**src/core/asrb_map.vh**
```
/*
  Register map, field positions, reset values and timing counts of the
  arming and status register bank.
  Assumes inclusion by bare name from the bank's design files.
*/
`ifndef ASRB_MAP_VH
`define ASRB_MAP_VH

// ============================================================
// Register offsets
`define ASRB_OFS_ARM_POS 8'h10
`define ASRB_OFS_ARM_NEG 8'h12
`define ASRB_OFS_STATUS 8'h14
`define ASRB_OFS_COUNTER 8'h15
`define ASRB_OFS_DRIFT 8'h16
`define ASRB_OFS_SPARE_A 8'h1c
`define ASRB_OFS_SPARE_B 8'h1d

// ============================================================
// Status bit positions
`define ASRB_ST_RESET_OCC 0
`define ASRB_ST_OFFSET 1
`define ASRB_ST_ZERO 2
`define ASRB_ST_MISMATCH 3
`define ASRB_ST_INIT 4
`define ASRB_ST_UNUSED_A 5
`define ASRB_ST_DATA_ERR 6
`define ASRB_ST_UNUSED_B 7

// ============================================================
// Reset values and constants
`define ASRB_RST_BYTE 8'h00
`define ASRB_THR_OFF 8'h00
`define ASRB_CRC_SEED 3'h7
`define ASRB_CRC_POLY 3'h3
`define ASRB_PRESCALE_DIV 1024
`define ASRB_STEP_NS 128000
`define ASRB_CLK_NS 100
`define ASRB_INIT_CYCLES 16
`endif

```
**src/core/asrb_crc3.v**
```verilog
/*
  Serial 3-bit CRC engine, polynomial x^3+x+1, MSB first.
  Assumes the caller pulses start_in, then presents one bit per cycle
  with bit_en_in high; crc_out holds the running remainder.
*/
`timescale 1ns/10ps
`include "asrb_map.vh"

module asrb_crc3 (
  input wire mclk_in,          // Bank clock
  input wire rst_in,           // Synchronous reset, high
  input wire start_in,         // Reload the seed
  input wire bit_en_in,        // Shift one data bit in
  input wire bit_in,           // Data bit, MSB first
  output reg [2:0] crc_out     // Running remainder
);
  wire fb;
  assign fb = crc_out[2] ^ bit_in;

  always @(posedge mclk_in) begin
    if (rst_in || start_in) begin
      crc_out <= `ASRB_CRC_SEED;
    end else if (bit_en_in) begin
      crc_out <= {crc_out[1:0], 1'b0} ^ (fb ? `ASRB_CRC_POLY : 3'h0);
    end
  end
endmodule // asrb_crc3

```
**src/core/asrb_bank.v**
```verilog
/*
  Arming threshold and device status register bank with its oscillator
  check counter and two CRC checkers (factory shadow and writable set).
  Assumes a register port from the serial-link decoder on the same clock,
  one-cycle read and write strobes, and fault events from same-clock logic.
  The shadow array and both stored check values arrive as plain inputs.
*/
`timescale 1ns/10ps
`include "asrb_map.vh"

module asrb_bank #(
  parameter SHADOW_BYTES = 4,                 // Factory shadow array size
  parameter PRESCALE = `ASRB_PRESCALE_DIV,    // Oscillator prescaler
  parameter INIT_CYCLES = `ASRB_INIT_CYCLES   // Internal init duration
) (
  input wire mclk_in,                         // Oscillator clock, 10 MHz
  input wire rst_in,                          // Synchronous reset, high
  input wire [7:0] addr_in,                   // Register address
  input wire wr_in,                           // Write strobe, one cycle
  input wire rd_in,                           // Read strobe, one cycle
  input wire [7:0] wdata_in,                  // Write data
  input wire init_lock_bit_in,                // Init lock from config reg
  input wire mismatch_evt_in,                 // Output mismatch event
  input wire offset_evt_in,                   // Offset limit reached
  input wire other_fault_in,                  // Other internal fault
  input wire [7:0] drift_in,                  // Latest drift correction
  input wire drift_valid_in,                  // Drift correction update
  input wire [8*SHADOW_BYTES-1:0] shadow_in,  // Factory shadow array
  input wire [2:0] shadow_crc_in,             // Stored shadow check value
  input wire [2:0] writable_crc_in,           // Stored writable check value
  output reg [7:0] rdata_out,                 // Read data
  output reg [7:0] positive_threshold_out,    // Positive threshold
  output reg [7:0] negative_threshold_out,    // Negative threshold
  output reg pos_compare_en_out,              // Positive compare enabled
  output reg neg_compare_en_out,              // Negative compare enabled
  output reg arming_en_out,                   // Arming and pin enabled
  output reg init_busy_out                    // Initialisation in progress
);
  localparam SH_BITS = 8 * SHADOW_BYTES;
  localparam WR_BITS = 16;
  localparam TOT_BITS = SH_BITS + WR_BITS;
  localparam CW = 16;
  localparam STEP_CYCLES = `ASRB_STEP_NS / `ASRB_CLK_NS;
  localparam S_IDLE = 2'h0;
  localparam S_SHIFT = 2'h1;
  localparam S_CHECK = 2'h2;

  // ============================================================
  // Writable thresholds
  reg [7:0] positive_threshold_field;
  reg [7:0] negative_threshold_field;
  wire wr_pos;
  wire wr_neg;
  assign wr_pos = wr_in && !init_lock_bit_in &&
                  addr_in == `ASRB_OFS_ARM_POS;
  assign wr_neg = wr_in && !init_lock_bit_in &&
                  addr_in == `ASRB_OFS_ARM_NEG;

  always @(posedge mclk_in) begin
    if (rst_in) begin
      positive_threshold_field <= `ASRB_RST_BYTE;
      negative_threshold_field <= `ASRB_RST_BYTE;
    end else begin
      if (wr_pos) begin
        positive_threshold_field <= wdata_in;
      end
      if (wr_neg) begin
        negative_threshold_field <= wdata_in;
      end
    end
  end

  // Registered copies so the arming engine sees flop outputs only
  always @(posedge mclk_in) begin
    if (rst_in) begin
      positive_threshold_out <= `ASRB_RST_BYTE;
      negative_threshold_out <= `ASRB_RST_BYTE;
      pos_compare_en_out <= 1'b0;
      neg_compare_en_out <= 1'b0;
      arming_en_out <= 1'b0;
    end else begin
      positive_threshold_out <= positive_threshold_field;
      negative_threshold_out <= negative_threshold_field;
      pos_compare_en_out <= positive_threshold_field != `ASRB_THR_OFF;
      neg_compare_en_out <= negative_threshold_field != `ASRB_THR_OFF;
      arming_en_out <= (positive_threshold_field != `ASRB_THR_OFF) ||
                       (negative_threshold_field != `ASRB_THR_OFF);
    end
  end

  // ============================================================
  // Initialisation timer
  reg [CW-1:0] init_cnt;
  reg init_flag;

  always @(posedge mclk_in) begin
    if (rst_in) begin
      init_cnt <= {CW{1'b0}};
      init_flag <= 1'b1;
    end else if (init_flag) begin
      if (init_cnt == INIT_CYCLES[CW-1:0] - 16'h0001) begin
        init_flag <= 1'b0;
      end
      init_cnt <= init_cnt + 16'h0001;
    end
  end

  always @(posedge mclk_in) begin
    if (rst_in) begin
      init_busy_out <= 1'b1;
    end else begin
      init_busy_out <= init_flag;
    end
  end

  // ============================================================
  // Oscillator check counter
  reg [CW-1:0] pre_cnt;
  reg [7:0] osc_count;

  always @(posedge mclk_in) begin
    if (rst_in) begin
      pre_cnt <= {CW{1'b0}};
      osc_count <= `ASRB_RST_BYTE;
    end else if (pre_cnt == PRESCALE[CW-1:0] - 16'h0001) begin
      pre_cnt <= {CW{1'b0}};
      osc_count <= osc_count + 8'h01;
    end else begin
      pre_cnt <= pre_cnt + 16'h0001;
    end
  end

  // ============================================================
  // Drift correction readout
  reg [7:0] drift_correction_value;

  always @(posedge mclk_in) begin
    if (rst_in) begin
      drift_correction_value <= `ASRB_RST_BYTE;
    end else if (drift_valid_in) begin
      drift_correction_value <= drift_in;
    end
  end

  // ============================================================
  // CRC sequencer: shadow bytes then thresholds, one pass after another
  reg [1:0] state;
  reg [CW-1:0] bit_idx;
  wire crc_start;
  reg shadow_fail;
  reg writable_fail;
  wire [TOT_BITS-1:0] crc_stream;
  wire in_shadow;
  wire cur_bit;
  wire [2:0] sh_crc;
  wire [2:0] wr_crc;
  assign crc_stream = {shadow_in, positive_threshold_field,
                       negative_threshold_field};
  // Seed reload in the idle cycle so the first shift is never swallowed
  assign crc_start = state == S_IDLE;
  assign in_shadow = bit_idx < SH_BITS[CW-1:0];
  assign cur_bit = crc_stream[TOT_BITS - 1 - bit_idx];

  asrb_crc3 u_shadow_crc (
    .mclk_in(mclk_in),
    .rst_in(rst_in),
    .start_in(crc_start),
    .bit_en_in(state == S_SHIFT && in_shadow),
    .bit_in(cur_bit),
    .crc_out(sh_crc)
  );

  asrb_crc3 u_writable_crc (
    .mclk_in(mclk_in),
    .rst_in(rst_in),
    .start_in(crc_start),
    .bit_en_in(state == S_SHIFT && !in_shadow),
    .bit_in(cur_bit),
    .crc_out(wr_crc)
  );

  always @(posedge mclk_in) begin
    if (rst_in) begin
      state <= S_IDLE;
      bit_idx <= {CW{1'b0}};
      shadow_fail <= 1'b0;
      writable_fail <= 1'b0;
    end else begin
      case (state)
        S_IDLE: begin
          bit_idx <= {CW{1'b0}};
          state <= S_SHIFT;
        end
        S_SHIFT: begin
          if (bit_idx == TOT_BITS[CW-1:0] - 16'h0001) begin
            state <= S_CHECK;
          end
          bit_idx <= bit_idx + 16'h0001;
        end
        S_CHECK: begin
          // Fault is sticky until reset, so it keeps re-raising the flag
          if (sh_crc != shadow_crc_in) begin
            shadow_fail <= 1'b1;
          end
          if (init_lock_bit_in && wr_crc != writable_crc_in) begin
            writable_fail <= 1'b1;
          end
          state <= S_IDLE;
        end
        default: begin
          state <= S_IDLE;
        end
      endcase
    end
  end

  // ============================================================
  // Status flags: a new event in the read cycle wins over the clear
  reg data_err_flag;
  reg mismatch_flag;
  reg offset_flag;
  reg reset_occ_flag;
  wire stat_rd;
  wire data_err_evt;
  assign stat_rd = rd_in && addr_in == `ASRB_OFS_STATUS;
  assign data_err_evt = shadow_fail || writable_fail || other_fault_in;

  always @(posedge mclk_in) begin
    if (rst_in) begin
      data_err_flag <= 1'b0;
      mismatch_flag <= 1'b0;
      offset_flag <= 1'b0;
      reset_occ_flag <= 1'b1;
    end else begin
      data_err_flag <= data_err_evt | (data_err_flag & ~stat_rd);
      mismatch_flag <= mismatch_evt_in | (mismatch_flag & ~stat_rd);
      offset_flag <= offset_evt_in | (offset_flag & ~stat_rd);
      reset_occ_flag <= reset_occ_flag & ~stat_rd;
    end
  end

  // ============================================================
  // Read port; writes to read-only and spare locations are dropped
  reg [7:0] next_rdata;

  always @* begin
    next_rdata = `ASRB_RST_BYTE;
    if (addr_in == `ASRB_OFS_ARM_POS) begin
      next_rdata = positive_threshold_field;
    end else if (addr_in == `ASRB_OFS_ARM_NEG) begin
      next_rdata = negative_threshold_field;
    end else if (addr_in == `ASRB_OFS_STATUS) begin
      next_rdata[`ASRB_ST_DATA_ERR] = data_err_flag;
      next_rdata[`ASRB_ST_INIT] = init_flag;
      next_rdata[`ASRB_ST_MISMATCH] = mismatch_flag;
      next_rdata[`ASRB_ST_OFFSET] = offset_flag;
      next_rdata[`ASRB_ST_RESET_OCC] = reset_occ_flag;
      next_rdata[`ASRB_ST_ZERO] = 1'b0;
      next_rdata[`ASRB_ST_UNUSED_A] = 1'b0;
      next_rdata[`ASRB_ST_UNUSED_B] = 1'b0;
    end else if (addr_in == `ASRB_OFS_COUNTER) begin
      next_rdata = osc_count;
    end else if (addr_in == `ASRB_OFS_DRIFT) begin
      next_rdata = drift_correction_value;
    end
  end

  always @(posedge mclk_in) begin
    if (rst_in) begin
      rdata_out <= `ASRB_RST_BYTE;
    end else if (rd_in) begin
      rdata_out <= next_rdata;
    end
  end
endmodule // asrb_bank

```
**config.mk**
```make
export PLATFORM = sky130hd
export DESIGN_NAME = asrb_bank
export DESIGN_NICKNAME = d
export VERILOG_FILES = /design/src/core/asrb_crc3.v /design/src/core/asrb_bank.v
export VERILOG_INCLUDE_DIRS = /design/src /design/src/core
export SDC_FILE = /design/constraint.sdc
export NUM_CORES = 1
export LEC_CHECK = 0
export BUFFER_PORTS_ARGS = -buffer_cell sky130_fd_sc_hd__buf_4
export CORE_MARGIN = 4
export CORE_UTILIZATION = 25
export CTS_CLUSTER_DIAMETER = 150
export DETAILED_ROUTE_END_ITERATION = 8
export PLACE_DENSITY = 0.48
export SETUP_SLACK_MARGIN = 0.02
export SYNTH_ARGS = -nofsm -noshare
export SYNTH_HDL_FRONTEND = slang
export SYNTH_HIERARCHICAL = 1
export SYNTH_SLANG_ARGS = --single-unit
```
**constraint.sdc**
```tcl
create_clock -name mclk_in -period 3 [get_ports mclk_in]
set_input_delay 0.3 -clock mclk_in [delete_from_list [all_inputs] [get_ports mclk_in]]
set_output_delay 0.3 -clock mclk_in [all_outputs]
set_load 0.05 [all_outputs]
```
# --- Word level (Yosys, flattened, before mapping) ---
# Index checks and enable logic that the tools add are counted.
classes:
  n_div: 0
  muxes: 14
  eq_ne: 13
  reduce_logical: 20
  n_bitwise: 12
  n_lt_le_gt_ge: 2
  shifts: 0
  multipliers: 0
  add_sub_neg: 5
ops:
  columns: ["cell", "count"]
  rows:
  - ["$add 16x1->16 const B", 3]
  - ["$eq 8x5->1 const B", 5]
  - ["$mux 8", 5]
  - ["$lt 32x7->1 const B", 1]
  - ["$pmux 16 s2", 1]
  - ["$sub 6x16->17 const A", 1]
  - ["$eq 16x10->1 const B", 1]
  - ["$eq 16x4->1 const B", 1]
  - ["$eq 16x6->1 const B", 1]
  - ["$lt 16x6->1 const B", 1]
  - ["$reduce_bool 8->1", 2]
  - ["$add 8x1->8 const B", 1]
  - ["$logic_and 1x1->1", 7]
  - ["$bmux 1 s6", 1]
  - ["$mux 2", 3]
  - ["$ne 3x3->1", 2]
  - ["$xor 3x3->3", 2]
  - ["$and 1x1->1", 4]
  - ["$logic_or 1x1->1", 4]
  - ["$pmux 2 s2", 1]
  - ["$reduce_and 2->1", 2]
  - ["$mux 1", 3]
  - ["$or 1x1->1", 3]
  - ["$eq 2x1->1 const B", 1]
  - ["8 further kinds", 10]
totals:
  latchBits: 0
  rom_bits: 0
  memories: 0
  output_inout_bits: 28
  regBits: 123
  ramBits: 0
  inputBits: 71

# --- Longest topological paths before layout ---
# Gate-level depths: netlist of the first run.
depth:
  depth_word: 6
  mapped_depth: 9
  ltp_nobuf: 7

# --- Cells and area by module ---
# The synthesis of the first run kept the hierarchy.
modules_own_cells:
  columns: ["mod", "cells_each", "instances", "area_per_inst_um2"]
  rows:
  - ["asrb_bank", 588, 1, 5383.9]
  - ["asrb_crc3", 13, 2, 145.1]

# --- Worst setup path before layout of the first run ---
# No wires, ideal clock.
synth_timing:
  path_kind: "register to register"
  start: "register bit_idx[1]"
  end: "register u_shadow_crc.crc_out[1]"
  arrival_time_ns: 1.969
  required_ns: 2.870
  path_slack_ns: 0.901
  stages_incl_launch_ff: 9
  synth_period_minus_slack_ns: 2.099
  path_cell_list: "dfxtp_1 -> clkbuf_1 -> mux4_2 -> a22o_1 -> a31oi_1 -> a221oi_1 -> a31o_2 -> xnor3_1 -> o211ai_2"
synth_via:
  elab_chain_len: 6
  word_cells_on_any_way: 8
  cone_classes: "add/sub: 1; order compare: 1; mux: 3; bitwise: 2; reduce/logical: 1"
synth_lines:
  columns: ["item", "line_no", "source"]
  rows:
  - ["from (decl)", "asrb_bank.v:148", "reg [CW-1:0] bit_idx;"]
  - ["from (signal assigned)", "asrb_bank.v:185", "bit_idx <= {CW{1'b0}};"]
  - ["from (signal assigned)", "asrb_bank.v:191", "bit_idx <= {CW{1'b0}};"]
  - ["from (signal assigned)", "asrb_bank.v:198", "bit_idx <= bit_idx + 16'h0001;"]
  - ["$sub 6x16->17", "asrb_bank.v:162", "assign cur_bit = crc_stream[TOT_BITS - 1 - bit_idx];"]
  - ["$bmux 1 s6", "asrb_bank.v:162", null]
  - ["$mux 1 (not written as such)", "asrb_bank.v:162", null]
  - ["via cur_bit", "asrb_bank.v:154", "wire cur_bit;"]
  - ["$xor 1x1->1", "asrb_crc3.v:18", "assign fb = crc_out[2] ^ bit_in;"]
  - ["$mux 2", "asrb_crc3.v:24", "crc_out <= {crc_out[1:0], 1'b0} ^ (fb ? `ASRB_CRC_POLY : 3'h0);"]
  - ["$xor 3x3->3", "asrb_crc3.v:24", null]
  - ["to (signal assigned)", "asrb_crc3.v:22", "crc_out <= `ASRB_CRC_SEED;"]
  - ["to (signal assigned)", "asrb_crc3.v:24", null]
  - ["to (decl)", "asrb_crc3.v:15", "output reg [2:0] crc_out"]
# The timed path passes the listed nets, and every way through them passes these cells. The select of a mux whose other input is x is not followed.
# A chain may end at the register's enable or synchronous reset.

# --- Final worst setup path of the first run ---
layout_timing:
  start: "register bit_idx[0]"
  end: "register u_shadow_crc.crc_out[1]"
# Same word-level chain as after synthesis.

==> results.json, run 1 <==
{
  "clk_latency_ns": 0.41,
  "routedWlPerCell_um": 14.76,
  "layout_common_cells": "123 x dfxtp_1, 109 x nor2_1, 103 x buf_4",
  "power_mw": 3.847,
  "ys.flop_type": "dfxtp_1",
  "start_util_pct": 25.68,
  "switching_share_pct": 23.92,
  "p_seq_share_pct": 43.6,
  "drt-total-wl_mm": 14.67,
  "netSwitchingPower_mw": 0.9204,
  "dp_slack_ns": 0.5808,
  "dieHeight_um": 158.7,
  "synth_cell_types": 58,
  "synth_top_area_share_pct": 43.40,
  "arrival_ns": 2.66,
  "ios": 99,
  "rsz0062_at_grt": "false",
  "tightest_slew_ns": 0.7243,
  "critical_path_class": "flip-flop to flip-flop",
  "place.port_buffers": 98,
  "final_common_cell": "dfxtp_1",
  "fmax_mhz": 421.3,
  "cp_max_fo": 8,
  "setup_tns_ns": 0,
  "root_buffer": "clkbuf_16",
  "drt-initial-drc-count": 258,
  "grt_max_degree": 67,
  "cts_setup_buffers": 0,
  "core_sq_mm": 0.02209,
  "cts_htree_levels": 4,
  "clock_skew_ns": 0.007715,
  "diodes": 0,
  "area_growth_pct": 26.81,
  "cts_tree": "done",
  "drive_above_1_share_pct": 23.53,
  "dr.pass1.iters": 4,
  "max-slew-margin-rel_pct": 51.71,
  "clkSlewWorstSetupHoldPaths_ns": 0.06,
  "vias": 4465,
  "cts.sink_count": 123,
  "peakVddDrop_mv": 0.2568,
  "period_needed_ns": 2.374,
  "grt_remaining_overflow": 0,
  "maxCapViolCount": 0,
  "start_kind": "flip-flop",
  "critPathRequiredTime_ns": 3.29,
  "post-route-drc-count": 0,
  "dp_hpwl_mm": 10.75,
  "ant_nets": 0,
  "endpoint_kind": "flip-flop",
  "place_congestion": 0.7742,
  "power-per-cell-area_mw_per_mm2": 534.6,
  "slew_violations": 0,
  "min_path_type": "input port to flip-flop",
  "postSynthAreaPerCell_sq_um": 9.241,
  "synth_area_leaders": "dfxtp_1 43%, nor2_1 7.2%, mux2i_1 4.9%",
  "nets": 778,
  "syn-num-nets": 691,
  "antenna_found_initial": 0,
  "yosysTopAreaCell": "dfxtp_1",
  "synthCells": 614,
  "grt_usage_pct": 11.79,
  "cts_made_buffers": 17,
  "place_inst": 962,
  "rows": 54,
  "pwr-share-comb_pct": 6.7,
  "yosysSeqAreaShare_pct": 43.40,
  "die_w_um": 158.7,
  "p_int_mw": 2.927,
  "syn_area_sq_mm": 0.005674,
  "fin_crit_sh_pct": 79.13,
  "cts_resized": 0,
  "synth-async-reset-ratio_pct": 0,
  "first_global_vias": 4301,
  "die_area_sq_mm": 0.02517,
  "grt_pass1_wl_mm": 23.12,
  "hold_viol": 0,
  "power_leakage_nw": 2.855,
  "power_frac_clock_pct": 49.7,
  "finalSetupViolCount": 0,
  "cts.hold.buffers_added": 0,
  "ys_warn_count": 6,
  "synth_edf_count": 0,
  "via_per_inst": 4.492,
  "clockBufferDepth": 2,
  "status": "finished, final reports clean",
  "final_util_pct": 32.57,
  "synth.ff_latch_count": 123,
  "stdcell_count": 994,
  "finalWorstSetupSlack_ns": 0.6262
}
-- cells by family (layout without fill, tap and decap cells) --
group                      Yosys count  count (layout)  share of synthesized area (%)
adders and majority gates            6               6                          1.323
and+or+nand+nor                    261             261                          23.73
DFF                                123             123                          43.40
muxes                               44              44                          10.56
xor gates and xnor gates            52              52                          8.512
AOI/OAI and AO/OA                   77              77                          8.621
buffers and inverters               51             151                          3.859
-- path summary, 6_finish.rpt --
kind,start,to,slack (ns),cells past startpoint
worst max-delay path,bit_idx[0]$_SDFFE_PP0P_,u_shadow_crc/crc_out[1]$_SDFFE_PP1P_,0.63,7
worst min-delay path,offset_evt_in,offset_flag$_SDFF_PP0_,0.12,3
worst max register to register,bit_idx[0]$_SDFFE_PP0P_,u_shadow_crc/crc_out[1]$_SDFFE_PP1P_,0.63,7
worst min register to register,reset_occ_flag$_SDFF_PP1_,reset_occ_flag$_SDFF_PP1_,0.46,1
-- critical path, cell delays in order (launching register included) --
cell and delay, ns:
dfxtp_1 0.60, buf_4 0.22, mux4_2 0.49, a211oi_1 0.24
a21oi_1 0.08, a31o_2 0.32, xnor3_1 0.23, o211ai_2 0.07
-- per-stage QoR --
step / hold slack (ns) / area, sq um
after global routing: 0.1131 / 7196
after CTS: 0.09662 / 7196
after detailed placement: 0.4462 / 6644
final: 0.1185 / 7196
after floorplan: 0.4132 / 5674
after global placement: 0.4274 / 6644
-- synthesized netlist by cell type (all sizes together), types with 6 or more instances --
cell / instances
buf: 13
nor3: 11
nor4: 11
nor2b: 28
mux4: 12
dfxtp: 123
a21oi: 36
xor2: 23
o211ai: 8
and3: 13
nand2b: 11
clkbuf: 22
xnor2: 27
ha: 6
nand3: 17
mux2i: 28
nand4: 11
a31oi: 7
nand2: 26
inv: 16
nor2: 109
-- layout make-up --
class                      instances  area (sq um)
fill                            2281         14900
multi-input combinational        440          2998
sequential                       123          2462
timing repair buffer             103         773.2
clock buffer                      18         429.2
tap                              280         350.3
clock inverter                    14         122.6
inverter                          16         60.06
-- power by group through the flow --
stage                     combinational, mW  clock, mW  sequential, mW
after floorplan                       0.143          0            1.71
after global placement                0.259          0            1.71
after detailed placement              0.260          0            1.71
after CTS                             0.261       1.97            1.68
after global routing                  0.281       2.04            1.68
final                                 0.256       1.91            1.68
-- flip-flops by register name (all words and copies together) (netlist names), 2 cells and up --
name	flops
bit_idx	16
state	2
negative_threshold_field	8
positive_threshold_out	8
osc_count	8
drift_correction_value	8
negative_threshold_out	8
pre_cnt	16
positive_threshold_field	8
u_shadow_crc/crc_out	3
u_writable_crc/crc_out	3
rdata_out	8
init_cnt	16
-- per-layer routing --
metal  global-route usage, %  wire, um
met5                       0         0
met4                   4.143       189
met3                   3.207       866
met2                   17.85      6426
met1                   16.17      7189
Power figures use the tool's default switching activity.
==> run 2, diff against run 1 <==
--- a/config.mk
+++ b/config.mk
@@ -6,12 +6,13 @@
 export SDC_FILE = /design/constraint.sdc
 export NUM_CORES = 1
 export LEC_CHECK = 0
+export ABC_AREA = 1
 export BUFFER_PORTS_ARGS = -buffer_cell sky130_fd_sc_hd__buf_4
 export CORE_MARGIN = 4
 export CORE_UTILIZATION = 25
 export CTS_CLUSTER_DIAMETER = 150
 export DETAILED_ROUTE_END_ITERATION = 8
-export PLACE_DENSITY = 0.48
+export PLACE_DENSITY = 0.49
 export SETUP_SLACK_MARGIN = 0.02
 export SYNTH_ARGS = -nofsm -noshare
 export SYNTH_HDL_FRONTEND = slang
==> constraint.sdc (replaced) <==
create_clock -name mclk_in -period 1.9 [get_ports mclk_in]
set_input_delay 0.19 -clock mclk_in [delete_from_list [all_inputs] [get_ports mclk_in]]
set_output_delay 0.19 -clock mclk_in [all_outputs]
set_load 0.05 [all_outputs]
==> run 2 against run 1 <==
Compared with the run above: sequential share of layout area is 3.4 points lower; cell area is 11% higher; via count is 30% higher; worst setup slack worse by 0.42 ns; non-clock buffer count is 29 higher; critical path depth is 7 higher; power is 71% higher; critical path type unchanged.
==> results.json, run 2 <==
{
  "place_congestion": 0.7834,
  "cts_made_buffers": 17,
  "power-per-cell-area_mw_per_mm2": 824.0,
  "core_sq_mm": 0.02361,
  "vias": 5826,
  "status": "finished, final reports clean",
  "grt_pass1_wl_mm": 27.94,
  "dp_hpwl_mm": 13.61,
  "maxCapViolCount": 0,
  "syn-num-nets": 940,
  "dieHeight_um": 163.6,
  "synth_edf_count": 0,
  "reg_top3": "bit_idx x16, init_cnt x16, pre_cnt x16",
  "hp-start": "wdata_in[6]",
  "critPathSlowestCell": "dfxtp_4",
  "final_common_cell": "nand2_1",
  "tightest_slew_ns": 0.6494,
  "start_util_pct": 25.63,
  "syn_area_sq_mm": 0.006052,
  "postSynthAreaPerCell_sq_um": 7.013,
  "critPathRequiredTime_ns": 2.22,
  "slowest_delay_ns": 0.38,
  "ios": 99,
  "synth_area_leaders": "dfxtp_1 41%, nand2_1 9.2%, nor2_1 7.8%",
  "cp_max_fo": 11,
  "die_area_sq_mm": 0.02676,
  "period_needed_ns": 1.694,
  "slew_violations": 0,
  "die_w_um": 163.6,
  "grt_max_degree": 43,
  "first_global_vias": 5666,
  "fin_area_sq_mm": 0.008000,
  "critical_path_class": "flip-flop to flip-flop",
  "cts.sink_count": 123,
  "stdcell_count": 1320,
  "crit_path_start": "bit_idx[0]$_SDFFE_PP0P_",
  "place_inst": 1280,
  "start_kind": "flip-flop",
  "antenna_found_initial": 0,
  "rsz0062_at_grt": "false",
  "layout_common_cells": "147 x nand2_1, 125 x nor2_1, 123 x buf_4",
  "clock_skew_ns": 0.01383,
  "hold_viol": 0,
  "ant_nets": 0,
  "area.sequential_sq_mm": 0.002466,
  "yosysMostFrequentCell": "nand2_1",
  "setup_tns_ns": 0,
  "synth_cell_types": 42,
  "clk_latency_ns": 0.42,
  "synth-async-reset-ratio_pct": 0,
  "dr.pass1.iters": 4,
  "yosysSeqAreaShare_pct": 40.69,
  "max-slew-margin-rel_pct": 56.51,
  "clockBufferDepth": 2,
  "drt-total-wl_mm": 17.54,
  "min_path_type": "input port to flip-flop",
  "nets": 1065,
  "power_leakage_nw": 3.369,
  "fin_crit_sh_pct": 89.15,
  "r2r_start": "bit_idx[0]$_SDFFE_PP0P_",
  "peakVddDrop_mv": 0.5012,
  "ys.flop_type": "dfxtp_1",
  "arrival_ns": 2.02,
  "area_growth_pct": 32.19,
  "root_buffer": "clkbuf_16",
  "rows": 56,
  "post-route-drc-count": 0,
  "multiInputGateArea_sq_mm": 0.003019,
  "yosysTopAreaCell": "dfxtp_1",
  "cts_tree": "done",
  "holdWs_ns": 0.01930,
  "ys_warn_count": 6,
  "synthCells": 863,
  "place.port_buffers": 98,
  "synth_top_area_share_pct": 40.69,
  "critical_path.top_delay_family": "simple AND/OR/NAND/NOR gates",
  "finalSetupViolCount": 0,
  "crit_buf_inv": 3,
  "clkSlewWorstSetupHoldPaths_ns": 0.06,
  "grt_remaining_overflow": 0,
  "drive_above_1_share_pct": 20.58,
  "drt-initial-drc-count": 252,
  "synth.ff_latch_count": 123,
  "diodes": 0,
  "dpl_cell_area_sq_mm": 0.007246,
  "endpoint_kind": "flip-flop",
  "crit_top_cell": "nand3_1",
  "cts_htree_levels": 4,
  "via_per_inst": 4.414,
  "path_cells": "inv_2, buf_4, a21oi_1, o21ai_0, nand3_1, nand3_1, nand2_1, nand3_1, nand2_4, inv_2, nand2_2, nand3_2, nand3_2, nand2_2",
  "routedWlPerCell_um": 13.29,
  "n_fill_cell": 2601,
  "grt_usage_pct": 13.20,
  "final_util_pct": 33.88,
  "fmax_mhz": 590.4,
  "yosys-top-cells-count": "148 x nand2_1, 125 x nor2_1, 123 x dfxtp_1",
  "cts_setup_buffers": 0
}
==> run 2: kinds of logic (layout without fill, tap and decap cells) <==
kind of cell	after synthesis	count (layout)	share of synthesized area (%)
simple gates	399	399	30.16
compound gates	175	175	15.82
buf+inv	144	282	9.779
flops	123	123	40.69
xor+xnor	16	16	2.316
fa+ha+maj	6	6	1.240
==> run 2: final cells by class <==
cell class                      count  area share [%]
Clock buffer                       18           5.490
Clock inverter                     14           2.440
Inverter                          118           5.536
Multi-Input combinational cell    596           37.74
Sequential cell                   123           30.83
Tap cell                          319           4.989
Timing Repair Buffer              132           12.98
==> run 2: through the flow <==
stage,setup slack (ns),total power [mW]
after CTS,0.08857,6.667
after detailed placement,0.08599,3.152
after floorplan,0.1978,2.945
after global placement,0.1398,3.146
after global routing,0.02836,6.840
final,0.2062,6.592
==> run 2: metal layers <==
metal	wire length (um)	global-route usage [%]	up-vias	part of all wire [%]
met3	545	3.205	14	3.1
met1	8429	16.99	2660	48
met5	0	0	-	0
met4	239	4.117	0	1.4
met2	8328	21.85	80	47
li1	-	-	3072	-
==> run 2: path summary, 6_finish.rpt <==
path | to | slack [ns] | depth (start not counted)
max | u_shadow_crc/crc_out[1]$_SDFFE_PP1P_ | 0.21 | 14
min | positive_threshold_field[6]$_SDFFE_PP0P_ | 0.02 | 3
max reg2reg | u_shadow_crc/crc_out[1]$_SDFFE_PP1P_ | 0.21 | 14
min reg2reg | reset_occ_flag$_SDFF_PP1_ | 0.45 | 2
==> run 2: worst register-to-register path, cell delays in order, from the launching register on <==
cell and delay, ns:
dfxtp_4 0.38, inv_2 0.04, buf_4 0.16, a21oi_1 0.13
o21ai_0 0.09, nand3_1 0.07, nand3_1 0.08, nand2_1 0.08
nand3_1 0.11, nand2_4 0.13, inv_2 0.05, nand2_2 0.07
nand3_2 0.07, nand3_2 0.08, nand2_2 0.04
==> run 2: report_power, final <==
group | total, mW | internal (mW) | switching [mW]
Sequential | 2.64 | 2.62 | 0.0256
Clock | 3.47 | 2.23 | 1.24
Combinational | 0.477 | 0.220 | 0.257
==> run 2: timing repair <==
| action | 4_1_cts | 5_1_grt |
|---|---|---|
| endpoints found under the hold margin | 7 | 0 |
| setup endpoints to repair | 0 | 19 |
| hold buffers | 7 | 0 |
| gates resized for setup | 0 | 9 |
